<file path="src/common/cme_consts.vh">
// Constants for the coprocessor mode, interrupt and exception state block.
// Assumes a 32-bit APB register window and a single core clock.
`ifndef CME_CONSTS_VH
`define CME_CONSTS_VH
// APB byte offsets (word aligned).
`define CME_OFF_KEY_LO 12'h000
`define CME_OFF_KEY_HI 12'h004
`define CME_OFF_MODE 12'h008
`define CME_OFF_IRQCTL 12'h00c
`define CME_OFF_SHADOW 12'h010
`define CME_OFF_REASON 12'h014
`define CME_OFF_STATUS 12'h018
// Key register field layout.
`define CME_TAG_MSB 7
`define CME_VPP_LSB 13
`define CME_VPP_MSB 47
`define CME_REG_LSB 62
`define CME_REG_MSB 63
// Region codes.
`define CME_REG_USER 2'b00
`define CME_REG_SUPER 2'b01
`define CME_REG_KERNEL 2'b11
// Mode register layout and reset.
`define CME_MODE_RESET 32'h30c0_00e4
`define CME_MODE_WMASK 32'hf4f0_ffff
`define CME_CU_LSB 28
`define CME_PX 23
`define CME_BEV 22
`define CME_SRST 20
`define CME_NMI 19
`define CME_IM_LSB 8
`define CME_KX 7
`define CME_SX 6
`define CME_UX 5
`define CME_PRIV_LSB 3
`define CME_ERL 2
`define CME_EXL 1
`define CME_IE 0
`define CME_PRIV_USER 2'b10
`define CME_PRIV_SUPER 2'b01
// Interrupt control.
`define CME_IRQCTL_ONES 32'hfc00_0000
`define CME_VS_LSB 5
`define CME_VS_MSB 9
// Reason register layout.
`define CME_BD 31
`define CME_TI 30
`define CME_CE_LSB 28
`define CME_DC 27
`define CME_PCI 26
`define CME_IV 23
`define CME_IP_LSB 8
`define CME_EXC_LSB 2
`define CME_REASON_WMASK 32'h0880_0300
// Cause codes.
`define CME_EXC_INT 5'h00
`define CME_EXC_MOD 5'h01
`define CME_EXC_TLB_LOAD_MISS_EXC 5'h02
`define CME_EXC_TLB_STORE_MISS_EXC 5'h03
`define CME_EXC_ADDR_ERR_LOAD_EXC 5'h04
`define CME_EXC_ADDR_ERR_STORE_EXC 5'h05
`define CME_EXC_CPU 5'h0b
// Vector offsets.
`define CME_VEC_GENERAL 12'h180
`define CME_VEC_SPECIAL 12'h200
`define CME_VEC_REFILL 12'h000
`define CME_VEC_XREFILL 12'h080
`define CME_TIMER_LINE 7
`endif

</file>
<file path="src/rtl/cme_state.v">
// Coprocessor mode, interrupt and exception state registers with an APB port.
// Assumes the pipeline presents exceptions as one-cycle pulses in clk_sys.
//
// Implementation choices: the address map and the APB interface to the registers.
`timescale 1ns/1ps
`include "cme_consts.vh"
//Behaviour
//- Key register holds 8-bit tag, 35-bit page pair, zero field, 2-bit region.
//- Region codes user 00, supervisor 01, kernel 11, matched to VA 63:62.
//- TLB refill, invalid or modified exceptions load page pair and region; tag is kept.
//- Eight mask bits gate eight pending lines; both set to take one.
//- Four usable bits; coprocessor 0 always usable in kernel mode.
//- User 64-bit ops allowed when ops bit set, else by user wide bit.
//- Wide addressing bits enable 64-bit segments and pick the wide refill vector.
//- Hardware sets the NMI flag; software cannot write it 0 to 1.
//- Soft-reset flag set to 1 on a soft reset exception.
//- Error level set on reset, soft reset, NMI or cache error.
//- Exception level set on all other exceptions.
//- Interrupts accepted only with global enable and both level bits clear.
//- Privilege 10 user, 01 supervisor with levels clear, else kernel.
//- Mode register resets to 0x30c000e4.
//- Vector spacing codes 0,1,2,4,8,0x10 map to 0..0x200.
//- Shadow bank fields always read zero.
//- Delay-slot bit records whether the exception was in a delay slot.
//- Unusable coprocessor number recorded on coprocessor unavailable.
//- Timer and performance counter pending shown as 1 in their bits.
//- Interrupt vector 0x180 when dedicated bit clear, 0x200 when set.
//- Pending bits follow sources; two lowest are software set and clear.
//- Cause codes 0 int, 1 mod, 2/3 TLB load/store, 4/5 address errors.
//- Count equal to compare raises the timer pending and line 7.
module cme_state (
   // Clock and reset
   input wire clk_sys,
   input wire reset_n,
   // APB slave
   input wire psel,
   input wire penable,
   input wire pwrite,
   input wire [11:0] paddr,
   input wire [31:0] pwdata,
   output wire pready,
   output reg [31:0] prdata,
   output wire pslverr,
   // Exception events from the pipeline
   input wire exc_take,
   input wire [4:0] exc_code,
   input wire exc_in_delay_slot,
   input wire exc_tlb_fault,
   input wire [63:0] exc_vaddr,
   input wire [1:0] exc_cop_num,
   input wire exc_soft_reset,
   input wire exc_nmi,
   input wire exc_cache_err,
   input wire exc_return,
   // Interrupt sources
   input wire [5:0] hw_irq,
   input wire perf_irq,
   input wire [31:0] timer_count,
   input wire [31:0] timer_compare,
   input wire timer_compare_write,
   // Pipeline-facing state
   output wire [63:0] tlb_high_key,
   output wire [31:0] processor_mode_state,
   output wire [7:0] irq_accept,
   output wire irq_request,
   output wire [2:0] run_mode,
   output wire [3:0] cop_usable_now,
   output wire user_64bit_ok,
   output wire wide_refill_vector,
   output wire [11:0] irq_vector_offset,
   output wire [11:0] irq_vector_spacing
);
   localparam MODE_KERNEL = 3'b001;
   localparam MODE_SUPER = 3'b010;
   localparam MODE_USER = 3'b100;

   reg [7:0] address_space_tag;
   reg [34:0] virtual_page_pair;
   reg [1:0] region;
   reg [31:0] mode;
   reg [4:0] vector_spacing;
   reg in_delay_slot;
   reg clock_irq_pending;
   reg [1:0] unusable_cop;
   reg count_disable;
   reg dedicated_irq_vector_sel;
   reg [1:0] soft_irq;
   reg [4:0] cause_code;
   reg [2:0] next_run_mode;
   reg [11:0] spacing;
   wire wr;
   wire rd_hit;
   wire [7:0] pending_irq_lines;
   wire [31:0] exception_reason;
   wire [31:0] key_hi_word;
   wire [31:0] mode_wdata;
   wire reset_class;

   // The registers answer in the first access cycle, so the slave never stalls.
   assign pready = 1'b1;
   assign wr = psel & penable & pwrite;

   // One address compare per register, shared by the strobes and the error flag.
   wire hit_key_lo;
   wire hit_key_hi;
   wire hit_mode;
   wire hit_irqctl;
   wire hit_shadow;
   wire hit_reason;
   wire hit_status;
   assign hit_key_lo = (paddr == `CME_OFF_KEY_LO);
   assign hit_key_hi = (paddr == `CME_OFF_KEY_HI);
   assign hit_mode = (paddr == `CME_OFF_MODE);
   assign hit_irqctl = (paddr == `CME_OFF_IRQCTL);
   assign hit_shadow = (paddr == `CME_OFF_SHADOW);
   assign hit_reason = (paddr == `CME_OFF_REASON);
   assign hit_status = (paddr == `CME_OFF_STATUS);
   assign rd_hit = hit_key_lo | hit_key_hi | hit_mode | hit_irqctl | hit_shadow |
      hit_reason | hit_status;
   // Unmapped accesses are flagged but otherwise ignored.
   assign pslverr = psel & penable & ~rd_hit;

   // Write strobes, one per register that software may change.
   wire wr_key_lo;
   wire wr_key_hi;
   wire wr_mode;
   wire wr_irqctl;
   wire wr_reason;
   assign wr_key_lo = wr & hit_key_lo;
   assign wr_key_hi = wr & hit_key_hi;
   assign wr_mode = wr & hit_mode;
   assign wr_irqctl = wr & hit_irqctl;
   assign wr_reason = wr & hit_reason;

   // The key register is two words on the bus; its zero fields always read back 0.
   assign tlb_high_key = {region, 14'h0000, virtual_page_pair, 5'h00,
      address_space_tag};
   assign key_hi_word = tlb_high_key[63:32];
   assign processor_mode_state = mode;
   assign reset_class = exc_soft_reset | exc_nmi | exc_cache_err;

   // Named views of the mode register fields.
   wire mode_ie;
   wire mode_exl;
   wire mode_erl;
   wire [1:0] mode_priv;
   wire [7:0] mode_im;
   wire mode_kx;
   wire mode_sx;
   wire mode_ux;
   wire mode_px;
   wire [3:0] mode_cu;
   wire any_level;
   wire irq_gate_open;
   assign mode_ie = mode[`CME_IE];
   assign mode_exl = mode[`CME_EXL];
   assign mode_erl = mode[`CME_ERL];
   assign mode_priv = mode[`CME_PRIV_LSB +: 2];
   assign mode_im = mode[`CME_IM_LSB +: 8];
   assign mode_kx = mode[`CME_KX];
   assign mode_sx = mode[`CME_SX];
   assign mode_ux = mode[`CME_UX];
   assign mode_px = mode[`CME_PX];
   assign mode_cu = mode[`CME_CU_LSB +: 4];
   assign any_level = mode_exl | mode_erl;
   assign irq_gate_open = mode_ie & ~any_level;

   // Line 7 is shared by the timer, the performance counter and the top hardware line;
   // the timer part stays latched until the compare value is rewritten.
   wire timer_line;
   wire [7:0] hw_lines;
   wire [7:0] sw_lines;
   assign timer_line = clock_irq_pending | perf_irq | hw_irq[5];
   assign hw_lines = {timer_line, hw_irq[4:0], 2'h0};
   assign sw_lines = {6'h00, soft_irq};
   assign pending_irq_lines = hw_lines | sw_lines;

   // Reason register, upper half then lower half.
   wire [15:0] reason_hi;
   wire [15:0] reason_lo;
   assign reason_hi = {in_delay_slot, clock_irq_pending, unusable_cop, count_disable,
      perf_irq, 2'h0, dedicated_irq_vector_sel, 7'h00};
   assign reason_lo = {pending_irq_lines, 1'b0, cause_code, 2'h0};
   assign exception_reason = {reason_hi, reason_lo};

   // A source is taken only when its mask bit and its pending bit are both set.
   wire [7:0] irq_enabled;
   assign irq_enabled = mode_im & pending_irq_lines;
   assign irq_accept = irq_gate_open ? irq_enabled : 8'h00;
   assign irq_request = |irq_accept;

   // Kernel when privilege 00 or either level bit set; the unused code 11 also
   // falls to kernel, so a bad write can never grant fewer checks than intended.
   always @* begin
      next_run_mode = MODE_KERNEL;
      if (!any_level) begin
         case (mode_priv)
            `CME_PRIV_USER: begin
               next_run_mode = MODE_USER;
            end
            `CME_PRIV_SUPER: begin
               next_run_mode = MODE_SUPER;
            end
            default: begin
               next_run_mode = MODE_KERNEL;
            end
         endcase
      end
   end
   assign run_mode = next_run_mode;

   // Coprocessor 0 is forced usable in kernel mode whatever its usable bit holds.
   assign cop_usable_now = mode_cu | {3'h0, next_run_mode == MODE_KERNEL};
   assign user_64bit_ok = mode_px | mode_ux;

   // The refill vector follows the wide bit of the mode being run.
   assign wide_refill_vector = (next_run_mode == MODE_USER) ? mode_ux :
      (next_run_mode == MODE_SUPER) ? mode_sx : mode_kx;

   // Only the listed spacing codes give a spacing; any other code gives none.
   function [11:0] spacing_of;
      input [4:0] code;
      begin
         case (code)
            5'h01: begin
               spacing_of = 12'h020;
            end
            5'h02: begin
               spacing_of = 12'h040;
            end
            5'h04: begin
               spacing_of = 12'h080;
            end
            5'h08: begin
               spacing_of = 12'h100;
            end
            5'h10: begin
               spacing_of = 12'h200;
            end
            default: begin
               spacing_of = 12'h000;
            end
         endcase
      end
   endfunction

   always @* begin
      spacing = spacing_of(vector_spacing);
   end
   assign irq_vector_spacing = spacing;
   assign irq_vector_offset = dedicated_irq_vector_sel ? `CME_VEC_SPECIAL :
      `CME_VEC_GENERAL;

   // NMI flag may be cleared but never set by software.
   wire [31:0] nmi_bit;
   wire [31:0] keep_nmi;
   assign nmi_bit = 32'h0000_0001 << `CME_NMI;
   assign keep_nmi = pwdata & mode & nmi_bit;
   assign mode_wdata = (pwdata & `CME_MODE_WMASK & ~nmi_bit) | keep_nmi;

   // Key register: exception load takes priority; a software write in the same cycle is dropped.
   always @(posedge clk_sys or negedge reset_n) begin
      if (!reset_n) begin
         address_space_tag <= 8'h00;
         virtual_page_pair <= 35'h0_0000_0000;
         region <= 2'b00;
      end else if (exc_take & exc_tlb_fault) begin
         virtual_page_pair <= exc_vaddr[`CME_VPP_MSB:`CME_VPP_LSB];
         region <= exc_vaddr[`CME_REG_MSB:`CME_REG_LSB];
      end else if (wr_key_lo) begin
         address_space_tag <= pwdata[`CME_TAG_MSB:0];
         virtual_page_pair[18:0] <= pwdata[31:`CME_VPP_LSB];
      end else if (wr_key_hi) begin
         virtual_page_pair[34:19] <= pwdata[15:0];
         region <= pwdata[31:30];
      end
   end

   // Mode register.
   always @(posedge clk_sys or negedge reset_n) begin
      if (!reset_n) begin
         mode <= `CME_MODE_RESET;
      end else if (exc_take | reset_class) begin
         if (exc_soft_reset) begin
            mode[`CME_SRST] <= 1'b1;
         end
         if (exc_nmi) begin
            mode[`CME_NMI] <= 1'b1;
         end
         if (reset_class) begin
            mode[`CME_ERL] <= 1'b1;
         end
         if (exc_take & ~reset_class) begin
            mode[`CME_EXL] <= 1'b1;
         end
      end else if (exc_return) begin
         if (mode[`CME_ERL]) begin
            mode[`CME_ERL] <= 1'b0;
         end else begin
            mode[`CME_EXL] <= 1'b0;
         end
      end else if (wr_mode) begin
         mode <= mode_wdata;
      end
   end

   // Interrupt control and reason registers.
   always @(posedge clk_sys or negedge reset_n) begin
      if (!reset_n) begin
         vector_spacing <= 5'h00;
         in_delay_slot <= 1'b0;
         clock_irq_pending <= 1'b0;
         unusable_cop <= 2'b00;
         count_disable <= 1'b0;
         dedicated_irq_vector_sel <= 1'b0;
         soft_irq <= 2'b00;
         cause_code <= `CME_EXC_INT;
      end else begin
         if (wr_irqctl) begin
            vector_spacing <= pwdata[`CME_VS_MSB:`CME_VS_LSB];
         end
         if (timer_count == timer_compare) begin
            clock_irq_pending <= 1'b1;
         end else if (timer_compare_write) begin
            clock_irq_pending <= 1'b0;
         end
         if (wr_reason) begin
            count_disable <= pwdata[`CME_DC];
            dedicated_irq_vector_sel <= pwdata[`CME_IV];
            soft_irq <= pwdata[`CME_IP_LSB +: 2];
         end
         if (exc_take) begin
            in_delay_slot <= exc_in_delay_slot;
            cause_code <= exc_code;
            if (exc_code == `CME_EXC_CPU) begin
               unusable_cop <= exc_cop_num;
            end
         end
      end
   end

   // Read mux; the shadow register always reads zero. Reads have no side effects,
   // so the mux may follow paddr in both bus phases.
   always @* begin
      case (paddr)
         `CME_OFF_KEY_LO: begin
            prdata = tlb_high_key[31:0];
         end
         `CME_OFF_KEY_HI: begin
            prdata = key_hi_word;
         end
         `CME_OFF_MODE: begin
            prdata = mode;
         end
         `CME_OFF_IRQCTL: begin
            prdata = `CME_IRQCTL_ONES |
               {22'h00_0000, vector_spacing, 5'h00};
         end
         `CME_OFF_SHADOW: begin
            prdata = 32'h0000_0000;
         end
         `CME_OFF_REASON: begin
            prdata = exception_reason;
         end
         `CME_OFF_STATUS: begin
            prdata = {25'h000_0000, cop_usable_now[0], user_64bit_ok,
               wide_refill_vector, irq_request, next_run_mode};
         end
         default: begin
            prdata = 32'h0000_0000;
         end
      endcase
   end
endmodule // cme_state

</file>
<file path="config.mk">
export PLATFORM = sky130hd
export DESIGN_NAME = cme_state
export DESIGN_NICKNAME = d
export VERILOG_FILES = /design/src/rtl/cme_state.v
export VERILOG_INCLUDE_DIRS = /design/src /design/src/common
export SDC_FILE = /design/constraint.sdc
export NUM_CORES = 1
export LEC_CHECK = 0
export BUFFER_PORTS_ARGS = -buffer_cell sky130_fd_sc_hd__buf_2
export CAP_MARGIN = 20
export CORE_AREA = 2 2 143 145
export CTS_BUF_LIST = sky130_fd_sc_hd__clkbuf_4
export DETAILED_ROUTE_END_ITERATION = 16
export DIE_AREA = 0 0 145 147
export SLEW_MARGIN = 20
export SYNTH_ARGS = -nofsm -noshare
export SYNTH_HDL_FRONTEND = slang
export SYNTH_SLANG_ARGS = --single-unit
</file>
<file path="constraint.sdc">
create_clock -name clk_sys -period 1.7 [get_ports clk_sys]
set_input_delay 0 -clock clk_sys [delete_from_list [all_inputs] [get_ports clk_sys]]
set_output_delay 0 -clock clk_sys [all_outputs]
set_load 0.02 [all_outputs]
</file>
Yosys cells after proc, flatten, opt, wreduce, memory -nomap -nowiden
Index checks and enable logic that the tools add are counted.
- equal/unequal tests: 25
- mux-type cells: 27
- bitwise operators: 35
- reduce and logical (&&, ||, !) cells: 15
- operator list (cell ; count):
    one-hot mux 32 bit (6 select lines) ; 1
    one-hot mux 10 bit (5 select lines) ; 1
    equality test 12 x 5 -> 1 bit (second input constant) ; 3
    two-way mux 35 bit ; 1
    equality test 32 bit ; 1
    two-way mux 16 bit ; 2
    OR 32 x 20 -> 32 bit ; 1
    equality test 12 x 4 -> 1 bit (second input constant) ; 2
    two-way mux 21 bit ; 1
    bitwise AND 20 bit ; 1
    two-way mux 19 bit ; 1
    two-way mux 18 bit ; 1
    OR 1 bit ; 13
    equality test 12 x 3 -> 1 bit (second input constant) ; 1
    zero test 12 bit ; 1
    two-way mux 2 bit ; 6
    AND reduction 3 bit ; 4
    bitwise AND 1 bit ; 11
    equality test 5 x 4 -> 1 bit (second input constant) ; 2
    two-way mux 10 bit ; 1
    two-way mux 1 bit ; 9
    bitwise AND 8 bit ; 1
    two-way mux 8 bit ; 1
    OR 8 x 2 -> 8 bit ; 1
    20 further kinds ; 35
- register bits: 95
- output and inout bits: 172

Depth between registers and ports, before layout
Gate-level depths: netlist of run 1.
- depth in word-level cells: 9
- gate-level depth with buffers: 8
- gate-level depth less buffers: 7

Least setup slack after synthesis of run 1
Ideal clock, no wire load.
- path type: in2reg
- from: input paddr[1]
- to: register count_disable
- setup time: 0.125 ns
- arrival time: 1.791 ns
- data required time: 1.575 ns
- setup slack: -0.216 ns
- cell stages on the path: 6
- buffers on the path: 2
- path through: buf_2 -> or4b_2 -> clkbuf_1 -> nor4_1 -> and2_1 -> mux2_2
- word-level cells in the longest chain between the ends: 2
- ends and longest elaborated chain (item ; line ; RTL):
    from (decl) ; cme_state.v:39 ; input wire [11:0] paddr,
    equality test 12 x 5 -> 1 bit ; - ;
    bitwise AND 1 bit ; cme_state.v:133 ; assign wr_reason = wr & hit_reason;
    to (signal assigned) ; cme_state.v:328 ; count_disable <= pwdata[`CME_DC];
    to (decl) ; cme_state.v:85 ; reg count_disable;
No other way between the ends.
A chain may end at the register's enable or synchronous reset.

Worst setup path in the final report of run 1
- from: register mode[4], in the netlist processor_mode_state[4]
- to: output prdata[6]
- word-level cells in the longest chain between the ends: 6
- elaborated cells between the ends (all ways): 7
- classes of those cells: eq/ne: 3; mux: 3; bitwise: 1
- ends and longest elaborated chain (item ; line ; RTL):
    from (decl) ; cme_state.v:80 ; reg [31:0] mode;
    from (signal assigned) ; cme_state.v:282 ; mode <= `CME_MODE_RESET;
    from (signal assigned) ; cme_state.v:303 ; mode <= mode_wdata;
    equality test 2 x 1 -> 1 bit / equality test 2 bit (equally long branches) ; cme_state.v:197 ; case (mode_priv)
    one-hot mux 3 bit (2 select lines) * ; cme_state.v:197 ;
    two-way mux 3 bit * ; cme_state.v:196 ; if (!any_level) begin
    equality test 3 x 1 -> 1 bit * ; cme_state.v:213 ; assign cop_usable_now = mode_cu | {3'h0, next_run_mode == MODE_KERNEL};
    OR 4 x 1 -> 4 bit * ; cme_state.v:213 ;
    one-hot mux 32 bit (6 select lines) * ; cme_state.v:345 ; case (paddr)
    to (decl) ; cme_state.v:42 ; output reg [31:0] prdata,
Mark *: on every way between the ends. The rest lies on a longest branch, timed or not.

==> impl_metrics.tcl, run 1 <==
set metrics [dict create \
    outcome "finished, violations left" \
    violations "negative setup slack" \
    final_util_pct 49.99 \
    grt_max_degree 90 \
    cp.arrival_ns 2.25 \
    cts_made_buffers 9 \
    seqPwrFrac_pct 47.2 \
    clk_pin_slew_ns 0.15 \
    fp.dieW_um 145 \
    vdd_drop_max_mv 0.2667 \
    dieHeight_um 147 \
    first_pass_iters 5 \
    area_growth_pct 71.64 \
    intPower_mw 3.371 \
    grt_antenna_before_repair 4 \
    relSlewSlack_pct 63.71 \
    nets 1269 \
    wl_met2_um 12260 \
    worstPathCellList "inv_2 > ha_4 > nor2_2 > a2111o_1 > o21a_1 > a221o_1 > buf_6" \
    final.setup.tns_ns -3.332 \
    maxUsedRoutingLayer "met4" \
    min_path_type "input pin to flop" \
    placed_area_mm2 0.007899 \
    synthTopCellsByCount "dfrtp_1, a21oi_1, mux2_2, mux2i_1, nor2_1" \
    timing.final.crit_period_ns 2.247 \
    vias 6456 \
    port_buffers 301 \
    gr-usage-all-layers_pct 23.26 \
    power.total_mw 5.076 \
    fillers 1841 \
    ys.flop_type "dfrtp_1" \
    drive_gt1_share_pct 51.82 \
    row_count 52 \
    drt_iter0_markers 383 \
    setup_viol 23 \
    viasPerCell 4.793 \
    slew_viol_final 0 \
    cpPeakStageDelay_ns 0.48 \
    yosysSeqAreaShare_pct 38.71 \
    slowest_stage "dfrtp_2" \
    synth_edf_count 0 \
    clkLatencyLatePin_ns 0.47 \
    yosys_warnings 0 \
    skew_ns 0.0009581 \
    die_area_mm2 0.02132 \
    ys_seq_elements 89 \
    start_kind "flop" \
    hpwlAfterDp_um 18320 \
    yosysUniqueCellTypes 56 \
    cap_viol_max_count 0 \
    wirelength_um 25740 \
    path_buf_inv 2 \
    final.period_utilization_pct 132.2 \
    fmax_ghz 0.4451 \
    rsz0062_at_grt "true" \
    required_ns 1.70 \
    finalHoldViolCount 0 \
    async_flop_share_pct 100.0 \
    grt_pass1_vias 6458 \
    p_leak_nw 5.009 \
    r2r_slack_ns 0.32 \
    syn_inst 601 \
    synth.avg_cell_area_um2 9.616 \
    wl_met1_um 11070 \
    syn_area_mm2 0.005779 \
    yosysTopAreaCell "dfrtp_1" \
    cp_max_fo 4 \
    cts_buffer_depth 2 \
    critPathTopFamily "compound AO/OA/AOI/OAI gates" \
    tritoncts "built" \
    route.detailed.wl_per_inst_um 19.11 \
    synthTopCellsByArea "dfrtp_1, mux2_2, mux2i_1" \
    antenna_left 0 \
    powerDensity_mw_per_mm2 511.7 \
    p_sw_share_pct 33.59 \
    combPwrFrac_pct 28.0 \
    htree_levels 3 \
    core_mm2 0.01984 \
    io_pins 371 \
    stdcell_area_mm2 0.009920 \
    timing.hold.ws_ns 0.03866 \
    clockRootBuffer "clkbuf_4" \
    timing.final.ws_setup_ns -0.5467 \
    synth_top_area_share_pct 35.07 \
    drc_errors 0 \
    critPathKind "flop to output pin" \
    pwr-share-clk_pct 24.7 \
    overflow 0 \
    initial_utilization_pct 29.12 \
    critPathCaptureType "output pin" \
    switchingPower_mw 1.705 \
    grt_first_pass_wirelength_um 38050 \
    cts_sinks 89 \
    yosys.cell_count.top_type "dfrtp_1" \
    gp_congestion 0.8907 \
    wl_met3_um 1774 \
    worstMarginPinSlew_ns 0.5443 \
]
## flip-flops by register name, indices dropped and copies added, names as in the netlist
signal and cells:
virtual_page_pair 35, processor_mode_state 26, address_space_tag 8, cause_code 5
spacing_of.code 5, region 2, soft_irq 2, unusable_cop 2
clock_irq_pending 1, count_disable 1, dedicated_irq_vector_sel 1, in_delay_slot 1
## cells in the final DEF (no fill, tap or decap), types with 7 or more instances in the layout
cell type and count:
dlygate4sd3_1 96, and2_1 9, nor2_1 37, mux2i_1 47, dfstp_2 8, o21ai_0 7
nand2_1 26, mux2_2 48, nor2_4 10, a21oi_1 46, buf_6 40, buf_2 263
dfrtp_1 77, a22o_1 8, buf_4 85, xor2_1 32, nor3_1 21, nor4_1 9
conb_1 42, clkbuf_4 9
## tightest hold or removal path, delay by kind of cell
family / cells / cell delay [ns]
compound gates: 1 / 0.11
buf+inv: 1 / 0.08
simple gates: 2 / 0.28
## stage by stage
stage	std cells	setup WS, ns
6_report	1347	-0.5467
3_5_place_dp	1199	-0.1214
3_3_place_gp	1199	-0.08554
2_1_floorplan	641	-0.1453
5_1_grt	1347	-0.6335
4_1_cts	1337	-0.5688
## power groups by stage
stage	clock network, mW	logic (mW)	registers (mW)
global route	1.38	1.53	2.42
global placement	0	1.17	2.43
floorplan	0	0.542	2.55
CTS	1.30	1.39	2.39
detailed placement	0	1.18	2.43
finish	1.26	1.42	2.40
## timing repair
item	in CTS	in global routing
hold buffers	96	0
setup buffers	26	12
endpoints found under the hold margin	178	0
resized for setup	119	62
pin swaps	42	30
cloned	3	0
endpoints found under the setup margin	37	48
## cell families (layout without fill, tap and decap cells)
family | count (synthesis) | in the layout | share of synthesized area, %
fa+ha+maj | 2 | 2 | 0.4329
other cells | 2 | 46 | 0.1299
xor+xnor | 32 | 32 | 4.850
flops | 89 | 89 | 38.71
mux | 99 | 99 | 18.42
compound gates | 105 | 105 | 11.15
buf+inv | 88 | 520 | 9.353
simple gates | 184 | 184 | 16.95
## final timing paths
| kind | from | depth (start not counted) | to |
|---|---|---|---|
| setup / recovery | processor_mode_state[4] | 7 | prdata[6] |
| hold / removal | paddr[0] | 4 | processor_mode_state[2] |
| setup reg to reg | cause_code[4] | 2 | cause_code[4] |
| hold reg to reg | count_disable | 1 | count_disable |
| max in group asynchronous | reset_n | 3 | processor_mode_state[22] |
| min in group asynchronous | reset_n | 3 | virtual_page_pair[25] |
## per-layer routing
| metal | GRT usage [%] | vias to the layer above |
|---|---|---|
| li1 | - | 3010 |
| met1 | 30.99 | 3140 |
| met2 | 37.48 | 270 |
| met3 | 5.124 | 36 |
| met4 | 8.069 | 0 |
| met5 | 0 | - |
## final cells by class
class	instances	area, um^2	area share (%)
multi-input cells	464	3595	36.24
clock buffers	9	67.56	0.6811
diodes	4	10.01	0.1009
flip-flops and latches	89	2242	22.60
clock inverters	7	71.32	0.7190
inverters	10	37.54	0.3784
well taps	270	337.8	3.406
repair buffers	494	3558	35.87
(Power assumes the default switching activity.)
==> run 2: changes to the inputs <==
--- a/config.mk
+++ b/config.mk
@@ -6,12 +6,14 @@
 export SDC_FILE = /design/constraint.sdc
 export NUM_CORES = 1
 export LEC_CHECK = 0
+export ABC_AREA = 1
 export BUFFER_PORTS_ARGS = -buffer_cell sky130_fd_sc_hd__buf_2
 export CAP_MARGIN = 20
-export CORE_AREA = 2 2 143 145
+export CORE_AREA = 2 2 145 147
 export CTS_BUF_LIST = sky130_fd_sc_hd__clkbuf_4
 export DETAILED_ROUTE_END_ITERATION = 16
-export DIE_AREA = 0 0 145 147
+export DIE_AREA = 0 0 147 149
+export SETUP_SLACK_MARGIN = 0.4
 export SLEW_MARGIN = 20
 export SYNTH_ARGS = -nofsm -noshare
 export SYNTH_HDL_FRONTEND = slang
==> run 2 against run 1 <==
  * The flow finishes with violations (negative hold slack, negative setup slack)
  * Synthesized cell count increased by 46%
  * Via count increased by 16%
  * Cell count increased by 21%
  * Sequential share of layout area decreased by 1.3 points
  * Non-clock buffer count unchanged
  * Wire length increased by 9.2%
  * Worst hold slack got worse by 0.14 ns
  * Critical endpoint unchanged
  * Largest cell class is now buffers
==> impl_metrics.tcl, run 2 <==
set metrics [dict create \
    hpwlAfterDp_um 19890 \
    htree_levels 3 \
    gp_congestion 0.8421 \
    synth_top_area_share_pct 33.18 \
    vias 7490 \
    min_path_type "input pin to flop" \
    violations "negative hold slack, negative setup slack" \
    layout_commonest_cell "nand2_1" \
    clk_pin_slew_ns 0.15 \
    grt_max_degree 35 \
    largest-register "virtual_page_pair" \
    drt_iter0_markers 369 \
    nets 1557 \
    synth_edf_count 0 \
    cap_viol_max_count 0 \
    outcome "finished, violations left" \
    skew_ns 0.001709 \
    yosysTopAreaCell "dfrtp_1" \
    timing.hold.ws_ns -0.09870 \
    dpl_worst_slack_ns 0.07107 \
    r2r_slack_ns 0.55 \
    ys.flop_type "dfrtp_1" \
    post-place-cells 1455 \
    min_from "exc_cache_err" \
    yosys_warnings 0 \
    initial_utilization_pct 29.71 \
    timing.final.ws_setup_ns -0.2915 \
    yosys.cell_count.top_type "nand2_1" \
    largest_reg_flops 35 \
    syn_inst 880 \
    final.setup.tns_ns -1.923 \
    row_count 53 \
    placed_area_mm2 0.007981 \
    cts_buffer_depth 2 \
    fmax_ghz 0.5021 \
    hold_end "processor_mode_state[1]" \
    setup_viol 12 \
    wirelength_um 28110 \
    grt_pass1_vias 6948 \
    start_kind "flop" \
    min_path_cells 6 \
    power.total_mw 5.288 \
    r2r_start "processor_mode_state[2]" \
    fp.dieW_um 147 \
    finalHoldViolCount 2 \
    antennaDiodeCount 0 \
    worstReg2RegEnd "processor_mode_state[1]" \
    final_cell_mix "nand2_1, buf_2, dlygate4sd3_1" \
    tritoncts "built" \
    async_flop_share_pct 100.0 \
    gr-usage-all-layers_pct 23.81 \
    p_leak_nw 5.736 \
    critPathCaptureType "output pin" \
    cts_sinks 89 \
    cp_max_fo 3 \
    io_pins 371 \
    reg2reg_depth 6 \
    ys_seq_elements 89 \
    vdd_drop_max_mv 0.3198 \
    yosysUniqueCellTypes 38 \
    grt_antenna_before_repair 0 \
    grt_first_pass_wirelength_um 39130 \
    critPathKind "flop to output pin" \
    overflow 0 \
    rsz0062_at_grt "true" \
    port_buffers 301 \
    drc_errors 0 \
    synthTopCellsByCount "nand2_1, inv_1, dfrtp_1" \
    synthTopCellsByArea "dfrtp_1, nand2_1, inv_1" \
    antenna_left 0 \
    cp.arrival_ns 1.99 \
    viasPerCell 4.578 \
    route.detailed.wl_per_inst_um 17.18 \
    core_mm2 0.02056 \
    stdcell_area_mm2 0.01050 \
    clockRootBuffer "clkbuf_4" \
    timing.final.crit_period_ns 1.992 \
    final_util_pct 51.09 \
    drive_gt1_share_pct 41.07 \
    cts_made_buffers 9 \
    die_area_mm2 0.02190 \
    syn_area_mm2 0.006108 \
    instances_no_fill 1636 \
    yosysSeqAreaShare_pct 36.62 \
    dieHeight_um 149 \
    fillers 1990 \
    synth.avg_cell_area_um2 6.941 \
    slew_viol_final 0 \
    required_ns 1.70 \
    area_growth_pct 71.94 \
    clkLatencyLatePin_ns 0.46 \
    first_pass_iters 6 \
    final.period_utilization_pct 117.1 \
    powerDensity_mw_per_mm2 503.5 \
]
[run 2: cell families after synthesis]
group                    Yosys count  synth area share [%]
AO/OA/AOI/OAI                     87                 8.398
XOR/XNOR                          22                 3.154
adder cells (fa/ha/maj)            2                0.4096
buffers and inverters            182                 15.40
flip-flops                        89                 36.62
other                              2                0.1229
AND/OR/NAND/NOR                  496                 35.89
[run 2: area by class of cell]
cell class,count,area (um^2),area share [%]
clock inverters,5,81.33,0.7744
clock buffers,11,82.58,0.7863
flip-flops and latches,89,2242,21.35
well taps,275,344.1,3.276
repair buffers,494,3740,35.61
multi-input cells,649,3563,33.93
inverters,113,449.2,4.277
[run 2: worst max path at each step]
stage / from / endpoint / slack [ns]
finish: processor_mode_state[2] / prdata[6] / -0.29
global route: processor_mode_state[2] / prdata[3] / -0.35
CTS: processor_mode_state[2] / prdata[3] / -0.28
detailed placement: processor_mode_state[1] / prdata[3] / 0.07
global placement: processor_mode_state[1] / prdata[3] / 0.11
floorplan: processor_mode_state[2] / prdata[3] / 0.24
[run 2: timing repair]
action	4_1_cts	5_1_grt
endpoints found under the setup margin	48	88
hold buffers	94	8
gates cloned	0	5
resized for setup	133	95
pin swaps	38	29
endpoints found under the hold margin	173	3
setup buffers	29	32
[run 2: critical path, cell delays in order, from the launching register on]
cell and delay [ns]:
dfstp_2 0.61, inv_2 0.08, nand2_4 0.11, nor2_4 0.06, buf_4 0.15, o21ai_4 0.16, a21oi_1 0.09, nand3b_1 0.13
buf_6 0.13
[run 2: power by group]
group,leakage (nW),internal [mW],switching (mW)
Combinational,4.53,0.617,0.827
Clock,0.0871,0.630,0.829
Sequential,1.12,2.27,0.118
Total,5.74,3.51,1.77
[run 2: per-layer routing]
metal / up-vias / track usage [%] / wire length [um]
met5: - / 0 / 0
li1: 3607 / - / -
met4: 0 / 5.769 / 445
met3: 33 / 5.382 / 2011
met2: 330 / 43.94 / 14590
met1: 3520 / 28.09 / 11060
